===== config.mk =====
export PLATFORM = sky130hd
export DESIGN_NAME = tuner_multifunction_pins
export DESIGN_NICKNAME = d
export VERILOG_FILES = /design/src/design/tuner_pins_pkg.sv /design/src/design/pin_sample_if.sv /design/src/design/pin_sync.sv /design/src/design/irq_pulse_gen.sv /design/src/design/tuner_multifunction_pins.sv
export SDC_FILE = /design/constraint.sdc
export NUM_CORES = 1
export LEC_CHECK = 0
export ABC_AREA = 1
export BUFFER_PORTS_ARGS = -buffer_cell sky130_fd_sc_hd__buf_2
export CAP_MARGIN = 25
export CORE_ASPECT_RATIO = 1.4
export CORE_MARGIN = 1
export CORE_UTILIZATION = 44
export CTS_CLUSTER_SIZE = 28
export DETAILED_ROUTE_END_ITERATION = 8
export GPL_TIMING_DRIVEN = 0
export PLACE_DENSITY = 0.67
export SYNTH_ARGS = -nofsm -noshare
export SYNTH_HDL_FRONTEND = slang
export SYNTH_SLANG_ARGS = --single-unit

===== constraint.sdc =====
create_clock -name ref_clk_in -period 1.5 [get_ports ref_clk_in]
set_clock_uncertainty 0.05 [all_clocks]
set_input_delay 0.375 -clock ref_clk_in [delete_from_list [all_inputs] [get_ports ref_clk_in]]
set_output_delay 0.375 -clock ref_clk_in [all_outputs]
set_load 0.03 [all_outputs]

===== src/design/tuner_pins_pkg.sv =====
package tuner_pins_pkg;

    // Clock and timing.
    localparam int CLK_PERIOD_NS   = 50;
    localparam int IRQ_PULSE_US    = 5000;
    localparam int POWERUP_MAX_US  = 110000;
    localparam int IRQ_PULSE_CYCLES =
        (IRQ_PULSE_US * 1000 + CLK_PERIOD_NS - 1) / CLK_PERIOD_NS;
    localparam int POWERUP_CYCLES  = (POWERUP_MAX_US * 1000) / CLK_PERIOD_NS;
    localparam logic [1:0] STRAP_SETTLE = 2'h2;

    // Register bus.
    localparam int ADDR_W = 8;
    localparam int DATA_W = 16;
    localparam logic [7:0] ADDR_POWER      = 8'h02;
    localparam logic [7:0] ADDR_CONFIG     = 8'h04;
    localparam logic [7:0] ADDR_STATUS     = 8'h0A;
    localparam logic [7:0] ADDR_IRQ_STATUS = 8'h0C;
    localparam logic [7:0] ADDR_IRQ_MASK   = 8'h0E;

    // Power register.
    localparam int POWER_ENABLE_BIT = 0;

    // Configuration register: three two-bit pin fields and enables.
    localparam int PIN_FIELD_W      = 2;
    localparam int PIN_FIELDS_W     = 6;
    localparam int SEEK_TUNE_IRQ_ENABLE_BIT       = 14;
    localparam int RDS_IRQ_ENABLE_BIT       = 15;
    localparam logic [15:0] CONFIG_RESET = 16'h0000;
    localparam logic [1:0] FN_INPUT      = 2'h0;
    localparam logic [1:0] FN_SPECIAL    = 2'h1;
    localparam logic [1:0] FN_DRIVE_LOW  = 2'h2;
    localparam logic [1:0] FN_DRIVE_HIGH = 2'h3;

    // Status register.
    localparam int ST_PIN_LSB   = 0;
    localparam int ST_SEEK_BIT  = 3;
    localparam int ST_RDS_BIT   = 4;
    localparam int ST_STEREO_BIT = 5;
    localparam int ST_POWER_BIT = 6;
    localparam int ST_STRAP_LSB = 7;
    localparam int ST_3WIRE_BIT = 9;
    localparam int ST_STRAPPED_BIT = 10;

    // Strap code {pin three, pin one} that selects the three-wire interface.
    localparam logic [1:0] STRAP_3WIRE = 2'h1;

    // Interrupt status and mask layout.
    localparam int IRQ_W         = 3;
    localparam int IRQ_SEEK_BIT  = 0;
    localparam int IRQ_RDS_BIT   = 1;
    localparam int IRQ_POWER_BIT = 2;

    typedef enum logic [1:0] {
        PWR_OFF    = 2'b00,
        PWR_RISING = 2'b01,
        PWR_ON     = 2'b10
    } power_state_type;

endpackage


===== src/design/pin_sample_if.sv =====
`timescale 1ns/10ps
`default_nettype none
interface pin_sample_if;
    logic [2:0] raw;
    logic [2:0] level;
    modport user   (output raw, input level);
    modport syncer (input raw, output level);
endinterface
`default_nettype wire


===== src/design/pin_sync.sv =====
`timescale 1ns/10ps
`default_nettype none
module pin_sync (
    // Clock and reset.
    input  wire logic ref_clk_in,
    input  wire logic nrst_in,
    // Pin levels.
    pin_sample_if.syncer pins
);
    logic [2:0] stage_one_r;
    logic [2:0] stage_two_r;

    // Two flops before any logic sees a pin.
    always_ff @(posedge ref_clk_in or negedge nrst_in) begin
        if (!nrst_in) begin
            stage_one_r <= 3'h0;
            stage_two_r <= 3'h0;
        end else begin
            stage_one_r <= pins.raw;
            stage_two_r <= stage_one_r;
        end
    end

    assign pins.level = stage_two_r;
endmodule // pin_sync
`default_nettype wire


===== src/design/irq_pulse_gen.sv =====
`timescale 1ns/10ps
`default_nettype none
module irq_pulse_gen #(
    parameter int PULSE_CYCLES = tuner_pins_pkg::IRQ_PULSE_CYCLES
) (
    // Clock and reset.
    input  wire logic ref_clk_in,
    input  wire logic nrst_in,
    // Event in, pulse out.
    input  wire logic trigger_in,
    output logic      active_out
);
    localparam int CNT_W = $clog2(PULSE_CYCLES + 1);
    localparam logic [CNT_W-1:0] LOAD = CNT_W'(PULSE_CYCLES - 1);

    logic [CNT_W-1:0] cnt_r;
    logic             active_r;

    // A new event restarts the full low time.
    always_ff @(posedge ref_clk_in or negedge nrst_in) begin
        if (!nrst_in) begin
            cnt_r    <= '0;
            active_r <= 1'b0;
        end else if (trigger_in) begin
            cnt_r    <= LOAD;
            active_r <= 1'b1;
        end else if (active_r) begin
            if (cnt_r == '0) begin
                active_r <= 1'b0;
            end else begin
                cnt_r <= cnt_r - CNT_W'(1);
            end
        end
    end

    assign active_out = active_r;

    AST_PULSE_LOAD: assert property (@(posedge ref_clk_in)
        disable iff (!nrst_in)
        trigger_in |=> active_r && cnt_r == LOAD)
        else $error("Pulse did not load its full length.");

    AST_PULSE_END: assert property (@(posedge ref_clk_in)
        disable iff (!nrst_in)
        $fell(active_r) |-> $past(cnt_r) == '0)
        else $error("Pulse ended before its count ran out.");
endmodule // irq_pulse_gen
`default_nettype wire


===== src/design/tuner_multifunction_pins.sv =====
// The strobed register port and the placing of the registers were left to the implementer.
`timescale 1ns/10ps
`default_nettype none
// What this block does
// - At reset release the levels on pins one and three are latched to pick the two- or three-wire control interface, and the host keeps them steady then.
// - After powerup each of the three pins can be set as a general input or output.
// - Pin two can be an interrupt request for seek/tune done or RDS ready, and pin three a stereo/mono indicator.
// - The pin functions come from the six low bits of the configuration register at 04h.
// - The pull-down on pin three is on only while reset is low.
// - General pin input and output work regardless of supplies and of the power enable bit.
// - With seek/tune interrupts on and pin two in interrupt mode, pin two goes low for 5 ms whenever the done flag sets.
// - With RDS interrupts on and pin two in interrupt mode, pin two goes low at least 5 ms when a valid group arrives.
// - Writing the power enable bit to one from powerdown finishes powerup within 110 ms.
// - A seek/tune interrupt enabled before powerup still fires when the initial tune finishes.
module tuner_multifunction_pins #(
    parameter int IRQ_PULSE_CYCLES = tuner_pins_pkg::IRQ_PULSE_CYCLES,
    parameter int POWERUP_CYCLES   = tuner_pins_pkg::POWERUP_CYCLES
) (
    // Clock and reset.
    input  wire logic        ref_clk_in,
    input  wire logic        nrst_in,
    // Register port.
    input  wire logic [7:0]  reg_addr_in,
    input  wire logic [15:0] reg_wdata_in,
    input  wire logic        reg_wr_in,
    input  wire logic        reg_rd_in,
    output logic      [15:0] reg_rdata_out,
    // Tuner core status.
    input  wire logic        seek_tune_done_flag_in,
    input  wire logic        rds_group_ready_flag_in,
    input  wire logic        stereo_indicator_flag_in,
    // Multi-function pins.
    input  wire logic        multi_pin_one_in,
    output logic             multi_pin_one_out,
    output logic             multi_pin_one_oe_out,
    input  wire logic        multi_pin_two_in,
    output logic             multi_pin_two_out,
    output logic             multi_pin_two_oe_out,
    input  wire logic        multi_pin_three_in,
    output logic             multi_pin_three_out,
    output logic             multi_pin_three_oe_out,
    output logic             pin_three_pulldown_out,
    // Interface select, power and interrupt.
    output logic             interface_3wire_out,
    output logic             power_ready_out,
    output logic             irq_out
);
    localparam int PWR_W = $clog2(POWERUP_CYCLES + 1);
    localparam logic [PWR_W-1:0] PWR_LOAD = PWR_W'(POWERUP_CYCLES - 1);

    pin_sample_if pins ();

    logic [15:0]     config_r;
    logic            power_enable_r;
    logic            power_ready_r;
    tuner_pins_pkg::power_state_type pwr_state_r;
    logic [PWR_W-1:0] pwr_cnt_r;
    logic [1:0]      strap_cnt_r;
    logic            strapped_r;
    logic [1:0]      strap_r;
    logic            iface_3wire_r;
    logic            pulldown_r;
    logic            seek_prev_r;
    logic            rds_prev_r;
    logic [2:0]      irq_status_r;
    logic [2:0]      irq_mask_r;
    logic [2:0]      irq_set;
    logic            irq_r;
    logic [15:0]     rdata_r;
    logic [2:0]      pin_out_r;
    logic [2:0]      pin_oe_r;
    logic            seek_rise;
    logic            rds_rise;
    logic            pulse_trigger;
    logic            pulse_active;
    logic            pwr_done_evt;
    logic            wr_power;
    logic            wr_config;
    logic            wr_irq_status;
    logic            wr_irq_mask;

    assign pins.raw = {multi_pin_three_in, multi_pin_two_in, multi_pin_one_in};

    pin_sync u_sync (
        .ref_clk_in (ref_clk_in),
        .nrst_in    (nrst_in),
        .pins       (pins.syncer)
    );

    assign wr_power      = reg_wr_in && reg_addr_in == tuner_pins_pkg::ADDR_POWER;
    assign wr_config     = reg_wr_in && reg_addr_in == tuner_pins_pkg::ADDR_CONFIG;
    assign wr_irq_status = reg_wr_in &&
                           reg_addr_in == tuner_pins_pkg::ADDR_IRQ_STATUS;
    assign wr_irq_mask   = reg_wr_in &&
                           reg_addr_in == tuner_pins_pkg::ADDR_IRQ_MASK;

    // Configuration register with pin fields and interrupt enables.
    always_ff @(posedge ref_clk_in or negedge nrst_in) begin
        if (!nrst_in) begin
            config_r <= tuner_pins_pkg::CONFIG_RESET;
        end else if (wr_config) begin
            config_r <= reg_wdata_in;
        end
    end

    // Pull-down on pin three is held only during reset.
    always_ff @(posedge ref_clk_in or negedge nrst_in) begin
        if (!nrst_in) begin
            pulldown_r <= 1'b1;
        end else begin
            pulldown_r <= 1'b0;
        end
    end

    // Straps are taken once the synchronizer has settled after release.
    always_ff @(posedge ref_clk_in or negedge nrst_in) begin
        if (!nrst_in) begin
            strap_cnt_r   <= 2'h0;
            strapped_r    <= 1'b0;
            strap_r       <= 2'h0;
            iface_3wire_r <= 1'b0;
        end else if (!strapped_r) begin
            if (strap_cnt_r == tuner_pins_pkg::STRAP_SETTLE) begin
                strapped_r    <= 1'b1;
                strap_r       <= {pins.level[2], pins.level[0]};
                iface_3wire_r <= {pins.level[2], pins.level[0]} ==
                                 tuner_pins_pkg::STRAP_3WIRE;
            end else begin
                strap_cnt_r <= strap_cnt_r + 2'h1;
            end
        end
    end

    // Power sequencing: enable from off starts the bounded powerup count.
    always_ff @(posedge ref_clk_in or negedge nrst_in) begin
        if (!nrst_in) begin
            power_enable_r <= 1'b0;
            pwr_state_r    <= tuner_pins_pkg::PWR_OFF;
            pwr_cnt_r      <= '0;
            power_ready_r  <= 1'b0;
        end else begin
            if (wr_power) begin
                power_enable_r <= reg_wdata_in[tuner_pins_pkg::POWER_ENABLE_BIT];
            end
            unique case (pwr_state_r)
                tuner_pins_pkg::PWR_OFF: begin
                    if (wr_power &&
                        reg_wdata_in[tuner_pins_pkg::POWER_ENABLE_BIT]) begin
                        pwr_state_r <= tuner_pins_pkg::PWR_RISING;
                        pwr_cnt_r   <= PWR_LOAD;
                    end
                end
                tuner_pins_pkg::PWR_RISING: begin
                    if (wr_power &&
                        !reg_wdata_in[tuner_pins_pkg::POWER_ENABLE_BIT]) begin
                        pwr_state_r <= tuner_pins_pkg::PWR_OFF;
                    end else if (pwr_cnt_r == '0) begin
                        pwr_state_r <= tuner_pins_pkg::PWR_ON;
                        power_ready_r <= 1'b1;
                    end else begin
                        pwr_cnt_r <= pwr_cnt_r - PWR_W'(1);
                    end
                end
                tuner_pins_pkg::PWR_ON: begin
                    if (wr_power &&
                        !reg_wdata_in[tuner_pins_pkg::POWER_ENABLE_BIT]) begin
                        pwr_state_r <= tuner_pins_pkg::PWR_OFF;
                        power_ready_r <= 1'b0;
                    end
                end
                default: begin
                    pwr_state_r <= tuner_pins_pkg::PWR_OFF;
                    power_ready_r <= 1'b0;
                end
            endcase
        end
    end

    assign pwr_done_evt = pwr_state_r == tuner_pins_pkg::PWR_RISING &&
                          pwr_cnt_r == '0 &&
                          !(wr_power &&
                            !reg_wdata_in[tuner_pins_pkg::POWER_ENABLE_BIT]);

    // Rising edges of the seek/tune and RDS flags are interrupt events.
    always_ff @(posedge ref_clk_in or negedge nrst_in) begin
        if (!nrst_in) begin
            seek_prev_r <= 1'b0;
            rds_prev_r  <= 1'b0;
        end else begin
            seek_prev_r <= seek_tune_done_flag_in;
            rds_prev_r  <= rds_group_ready_flag_in;
        end
    end

    assign seek_rise = seek_tune_done_flag_in && !seek_prev_r;
    assign rds_rise  = rds_group_ready_flag_in && !rds_prev_r;

    // The pin pulse is not gated by power state, so an early enable fires.
    assign pulse_trigger =
        config_r[2*tuner_pins_pkg::PIN_FIELD_W-1:tuner_pins_pkg::PIN_FIELD_W]
            == tuner_pins_pkg::FN_SPECIAL &&
        ((seek_rise && config_r[tuner_pins_pkg::SEEK_TUNE_IRQ_ENABLE_BIT]) ||
         (rds_rise && config_r[tuner_pins_pkg::RDS_IRQ_ENABLE_BIT]));

    irq_pulse_gen #(
        .PULSE_CYCLES (IRQ_PULSE_CYCLES)
    ) u_pulse (
        .ref_clk_in (ref_clk_in),
        .nrst_in    (nrst_in),
        .trigger_in (pulse_trigger),
        .active_out (pulse_active)
    );

    // Pin drivers, one per pin, never gated by power state.
    generate
        for (genvar i = 0; i < 3; i++) begin : g_pin
            logic [1:0] fn;
            assign fn = config_r[i*tuner_pins_pkg::PIN_FIELD_W +:
                                 tuner_pins_pkg::PIN_FIELD_W];
            always_ff @(posedge ref_clk_in or negedge nrst_in) begin
                if (!nrst_in) begin
                    pin_out_r[i] <= 1'b0;
                    pin_oe_r[i]  <= 1'b0;
                end else begin
                    unique case (fn)
                        tuner_pins_pkg::FN_INPUT: begin
                            pin_out_r[i] <= 1'b0;
                            pin_oe_r[i]  <= 1'b0;
                        end
                        tuner_pins_pkg::FN_DRIVE_LOW: begin
                            pin_out_r[i] <= 1'b0;
                            pin_oe_r[i]  <= 1'b1;
                        end
                        tuner_pins_pkg::FN_DRIVE_HIGH: begin
                            pin_out_r[i] <= 1'b1;
                            pin_oe_r[i]  <= 1'b1;
                        end
                        tuner_pins_pkg::FN_SPECIAL: begin
                            if (i == 1) begin
                                pin_out_r[i] <= !pulse_active;
                                pin_oe_r[i]  <= 1'b1;
                            end else if (i == 2) begin
                                pin_out_r[i] <= stereo_indicator_flag_in;
                                pin_oe_r[i]  <= 1'b1;
                            end else begin
                                pin_out_r[i] <= 1'b0;
                                pin_oe_r[i]  <= 1'b0;
                            end
                        end
                    endcase
                end
            end
        end
    endgenerate

    // Sticky interrupt status; a set in the clearing cycle wins.
    assign irq_set[tuner_pins_pkg::IRQ_SEEK_BIT]  = seek_rise;
    assign irq_set[tuner_pins_pkg::IRQ_RDS_BIT]   = rds_rise;
    assign irq_set[tuner_pins_pkg::IRQ_POWER_BIT] = pwr_done_evt;

    always_ff @(posedge ref_clk_in or negedge nrst_in) begin
        if (!nrst_in) begin
            irq_status_r <= 3'h0;
            irq_mask_r   <= 3'h0;
            irq_r        <= 1'b0;
        end else begin
            irq_status_r <= (irq_status_r &
                             ~(wr_irq_status ? reg_wdata_in[2:0] : 3'h0)) |
                            irq_set;
            if (wr_irq_mask) begin
                irq_mask_r <= reg_wdata_in[2:0];
            end
            irq_r <= |(irq_status_r & irq_mask_r);
        end
    end

    // Read data stands in the cycle after the read strobe.
    always_ff @(posedge ref_clk_in or negedge nrst_in) begin
        if (!nrst_in) begin
            rdata_r <= 16'h0000;
        end else if (reg_rd_in) begin
            rdata_r <= 16'h0000;
            unique case (reg_addr_in)
                tuner_pins_pkg::ADDR_POWER: begin
                    rdata_r[tuner_pins_pkg::POWER_ENABLE_BIT] <= power_enable_r;
                end
                tuner_pins_pkg::ADDR_CONFIG: begin
                    rdata_r <= config_r;
                end
                tuner_pins_pkg::ADDR_STATUS: begin
                    rdata_r[tuner_pins_pkg::ST_PIN_LSB +: 3] <= pins.level;
                    rdata_r[tuner_pins_pkg::ST_SEEK_BIT]   <= seek_tune_done_flag_in;
                    rdata_r[tuner_pins_pkg::ST_RDS_BIT]    <= rds_group_ready_flag_in;
                    rdata_r[tuner_pins_pkg::ST_STEREO_BIT] <= stereo_indicator_flag_in;
                    rdata_r[tuner_pins_pkg::ST_POWER_BIT]  <=
                        pwr_state_r == tuner_pins_pkg::PWR_ON;
                    rdata_r[tuner_pins_pkg::ST_STRAP_LSB +: 2] <= strap_r;
                    rdata_r[tuner_pins_pkg::ST_3WIRE_BIT]    <= iface_3wire_r;
                    rdata_r[tuner_pins_pkg::ST_STRAPPED_BIT] <= strapped_r;
                end
                tuner_pins_pkg::ADDR_IRQ_STATUS: begin
                    rdata_r[2:0] <= irq_status_r;
                end
                tuner_pins_pkg::ADDR_IRQ_MASK: begin
                    rdata_r[2:0] <= irq_mask_r;
                end
                default: begin
                    rdata_r <= 16'h0000;
                end
            endcase
        end
    end

    assign reg_rdata_out          = rdata_r;
    assign multi_pin_one_out      = pin_out_r[0];
    assign multi_pin_one_oe_out   = pin_oe_r[0];
    assign multi_pin_two_out      = pin_out_r[1];
    assign multi_pin_two_oe_out   = pin_oe_r[1];
    assign multi_pin_three_out    = pin_out_r[2];
    assign multi_pin_three_oe_out = pin_oe_r[2];
    assign pin_three_pulldown_out = pulldown_r;
    assign interface_3wire_out    = iface_3wire_r;
    assign power_ready_out        = power_ready_r;
    assign irq_out                = irq_r;

    AST_PULLDOWN_OFF: assert property (@(posedge ref_clk_in)
        disable iff (!nrst_in)
        $past(nrst_in) |-> !pin_three_pulldown_out)
        else $error("Pull-down still on after reset release.");

    AST_STRAP_LATCH: assert property (@(posedge ref_clk_in)
        disable iff (!nrst_in)
        $rose(strapped_r) |-> strap_r == {$past(pins.level[2]),
                                          $past(pins.level[0])})
        else $error("Strap levels not latched from pins.");

    AST_GPO_HIGH: assert property (@(posedge ref_clk_in)
        disable iff (!nrst_in)
        config_r[1:0] == tuner_pins_pkg::FN_DRIVE_HIGH ##1
        config_r[1:0] == tuner_pins_pkg::FN_DRIVE_HIGH
        |-> multi_pin_one_out && multi_pin_one_oe_out)
        else $error("Pin one not driving high.");

    AST_GPI_RELEASE: assert property (@(posedge ref_clk_in)
        disable iff (!nrst_in)
        $past(config_r[5:4]) == tuner_pins_pkg::FN_INPUT
        |-> !multi_pin_three_oe_out)
        else $error("Input pin three is being driven.");

    AST_STEREO_PIN: assert property (@(posedge ref_clk_in)
        disable iff (!nrst_in)
        $past(config_r[5:4]) == tuner_pins_pkg::FN_SPECIAL
        |-> multi_pin_three_oe_out &&
            multi_pin_three_out == $past(stereo_indicator_flag_in))
        else $error("Pin three does not show stereo state.");

    AST_SEEK_IRQ_LOW: assert property (@(posedge ref_clk_in)
        disable iff (!nrst_in)
        seek_rise && config_r[tuner_pins_pkg::SEEK_TUNE_IRQ_ENABLE_BIT] &&
        config_r[3:2] == tuner_pins_pkg::FN_SPECIAL ##1
        config_r[3:2] == tuner_pins_pkg::FN_SPECIAL
        |=> !multi_pin_two_out && multi_pin_two_oe_out)
        else $error("Pin two did not go low on seek done.");

    AST_RDS_IRQ_HOLD: assert property (@(posedge ref_clk_in)
        disable iff (!nrst_in)
        $rose(pulse_active) |-> pulse_active [*8])
        else $error("Pin two pulse too short.");

    AST_POWERUP_DONE: assert property (@(posedge ref_clk_in)
        disable iff (!nrst_in)
        pwr_state_r == tuner_pins_pkg::PWR_RISING && pwr_cnt_r == '0 &&
        !wr_power |=> power_ready_out)
        else $error("Powerup did not finish on time.");

    AST_IRQ_STICKY: assert property (@(posedge ref_clk_in)
        disable iff (!nrst_in)
        seek_rise |=> irq_status_r[tuner_pins_pkg::IRQ_SEEK_BIT])
        else $error("Seek event lost from status.");
endmodule // tuner_multifunction_pins
`default_nettype wire


==> run metrics <==
routed vias 4,870; min Tclk post-route 1.64 ns; failing checks hold timing, setup timing; crit path capture type flip-flop; simple-gate portion of the synthesized area around 34%; Tot GR Track Use 22.3%; global-route wire length before repair 21.7 mm; Data arrival, critical path 1.89 ns; CP top delay family simple AND/OR/NAND/NOR gates; CTS Sinks 104; IO Pins 60; NetSw about 3.4 mW; Crit path required time 1.75 ns; Sw Ratio 36.8%; reg-to-reg startpoint pwr_cnt_r[2]; Met1 Wirelength ~5.6 mm; Post-Layout Cell Count 925; die area 12,400 µm²; XOR/XNOR Fraction of Synth Area roughly 1.2%; antenna-violating nets left 0; combinational share of power between 30% and 40%; CP Cell Sequence nor2_2, nand2_2, nor2_4, inv_1, or2_2, nand3_1, nand2_1, nand2_1; Bufs on Longest Clock Path 2; Final Setup Violations 33; routed wl met3 509 µm; via/cell ratio 5.26; Worst-Margin Slew approximately 0.71 ns; total gr overflow 0; count of cell types in the netlist 37; fraction of layout cells with a size suffix above 1 33.5%; Final Cycle Share 109%; kind of critical path reg -> reg; fin area roughly 6800 µm²; CP most frequent cell nand2_1; crit path from pwr_cnt_r[2]; Ys Warns 0; Reg power frac 39.4%; routability cong. 0.867; critical path's slowest cell dfrtp_1; Max Slew Vio Count 0; sum of buffers and inverters on the critical path 1; maximum operating frequency 0.611 GHz; DR top layer met4; most frequent cells in the layout nand2_1 (191), dfrtp_1 (98), buf_2 (58); Reg-to-Reg End pwr_cnt_r[7]; Worst Path Max Fanout 6; Post-Synth Adder-Cell Area 0.951%; CTS buffer count 9; height of the die 131 µm; vias in the first global route 4,736; Setup crit end pwr_cnt_r[7]; Hold Fails Final Rpt 8; Compound-Gate Fraction of Synth Area 5.99%; first drt pass iteration count 5; outcome finished with violations; WL final 13.3 mm; Synth Cell Area 5260 µm²; PwrDens 1350 nW/µm²; detailed-placement wirelength estimate 8.63 mm; reg2reg path depth 8; Synth-to-Final Area Change 29.6%; largest net degree at the start of global routing slightly below 60; pre-CTS setup slack -0.304 ns; CP peak stage delay 0.45 ns; largest family of logic cells by synthesized area simple AND/OR/NAND/NOR gates; CTS tree built; number of synthesized register bits 104; Critical Path Source Type flip-flop; CTS H-tree lvls 3; Clock power frac 26.4%; RSZ-0062 raised after global routing true; Clock Tree Root clkbuf_16; critical path depth 8; max_slew headroom 52.5%; total of max-cap violations 0; Total Nets Final 815; WHS -0.0121 ns; internal power a little under 6 mW; area of placed instances 5780 µm²; Peak VDD IR roughly 0.84 mV; WL per Instance around 14 µm; Port Buf Inserts 58; class of the worst hold path in -> async; Die W 94.4 µm; post-synthesis mux area share 2.00%; met2 WL post-DR 6.86 mm; number of cell rows 46; detailed-route DRC error count 0; Seq/Total Area, Yosys 49.5%; Syn Inst Count 668; post-synth net total ~710; most common cell after layout, fill and taps aside nand2_1; CTS clk-pin slew, worst paths 0.07 ns; Lkg Pwr 3.42 nW; 1st-iter DRT viols 239; Placed Cells 871; Reg2Reg Setup Slack -0.14 ns; core area 11,500 µm²; diode count 0; average cell area after synthesis between 7 and 8 µm²; Final WS setup -0.138 ns; Fillers 1,001; clock latency on the worst-skew pair 0.35 ns; Starting Density 45.7%; antenna violations before repair 0
[how the worst min path moves through the flow]
| stage | startpoint | endpoint | slack [ns] | depth (start not counted) |
|---|---|---|---|---|
| floorplan | nrst_in | config_r[0] | 0.03 | 0 |
| global placement | u_sync.stage_one_r[2] | u_sync.pins.level[2] | 0.28 | 0 |
| detailed placement | u_sync.stage_one_r[2] | u_sync.pins.level[2] | 0.29 | 0 |
| CTS | nrst_in | config_r[12] | 0.02 | 1 |
| global route | nrst_in | config_r[13] | 0.05 | 1 |
| finish | nrst_in | config_r[13] | -0.01 | 1 |
[worst register-to-register path, stage by stage, from the launching register on]
cell and delay [ns]:
dfrtp_1 0.45, nor2_2 0.19, nand2_2 0.12, nor2_4 0.24, inv_1 0.08, or2_2 0.27, nand3_1 0.07, nand2_1 0.06
nand2_1 0.06
[power groups by stage]
| stage | Clock, mW | Combinational [mW] | Sequential [mW] |
|---|---|---|---|
| floorplan | 0 | 1.62 | 3.56 |
| global placement | 0 | 2.19 | 3.55 |
| detailed placement | 0 | 2.26 | 3.57 |
| CTS | 2.47 | 2.79 | 3.55 |
| global route | 2.59 | 3.47 | 3.68 |
| finish | 2.44 | 3.15 | 3.63 |
[cell families (layout without fill, tap and decap cells)]
group                    after synthesis  count (layout)
AO/OA/AOI/OAI                         57              57
XOR/XNOR                               7               7
flip-flops                           104             104
AND/OR/NAND/NOR                      415             415
multiplexers                           8               8
buffers and inverters                 72             185
adder cells (fa/ha/maj)                4               4
other                                  1               1
[layout make-up]
type | instances | area [µm²] | area share (%)
multi-input combinational | 492 | 2730 | 40.0
sequential | 104 | 2610 | 38.3
buffer | 15 | 114 | 1.67
clock inverter | 3 | 47.5 | 0.697
clock buffer | 12 | 256 | 3.76
timing repair inverter | 1 | 11.3 | 0.165
inverter | 57 | 239 | 3.50
tap | 144 | 180 | 2.64
timing repair buffer | 97 | 634 | 9.30
[per-layer routing]
metal,global-route usage [%],vias up
li1,-,2346
met4,9.49,0
met1,27.4,2373
met2,37.9,120
met3,3.53,31
met5,0,-
[repair_timing]
action                                  4_1_cts  5_1_grt
setup buffers                                24        9
resized for setup                            66       86
pin swaps                                    16       24
cloned                                        4        2
endpoints found under the setup margin       43       45
hold buffers                                  0        0
[metrics by stage]
stage | power [mW] | TNS, ns | util, %
2_1_floorplan | 5.18 | 0 | -
3_3_place_gp | 5.74 | -127.63 | 50.0
3_5_place_dp | 5.83 | -13.67 | 50.2
4_1_cts | 8.81 | -1.52 | 56.3
5_1_grt | 9.74 | -6.38 | 59.3
6_report | 9.22 | -2.16 | 59.3
[state kept, by name, summed over array words and instances (netlist names), 2 cells and up]
register / cells
pwr_cnt_r: 22
u_pulse.cnt_r: 17
config_r: 16
reg_rdata_out: 16
irq_mask_r: 3
irq_status_r: 3
u_sync.pins.level: 3
u_sync.stage_one_r: 3
pwr_state_r: 2
strap_cnt_r: 2
strap_r: 2
[Yosys cell counts (all sizes together)]
cell type / count / area share (%)
mux2: 8 / 2.0
and2: 1 / 0.12
o21ai: 30 / 2.9
nand2: 234 / 17
dfstp: 1 / 0.50
clkbuf: 7 / 0.50
nand3: 57 / 5.7
a21oi: 10 / 0.95
nor2: 96 / 7.6
clkinv: 1 / 0.071
ha: 4 / 0.95
xnor2: 3 / 0.50
nand4: 12 / 1.4
nor3: 3 / 0.38
dfrtp: 103 / 49
a21o: 5 / 0.71
nand3b: 2 / 0.29
buf: 8 / 1.5
o22ai: 3 / 0.36
xor2: 4 / 0.67
a31oi: 7 / 0.83
inv: 56 / 4.1
conb: 1 / 0.071
o31ai: 2 / 0.29
or2: 10 / 1.2
(Power assumes the default switching activity.)
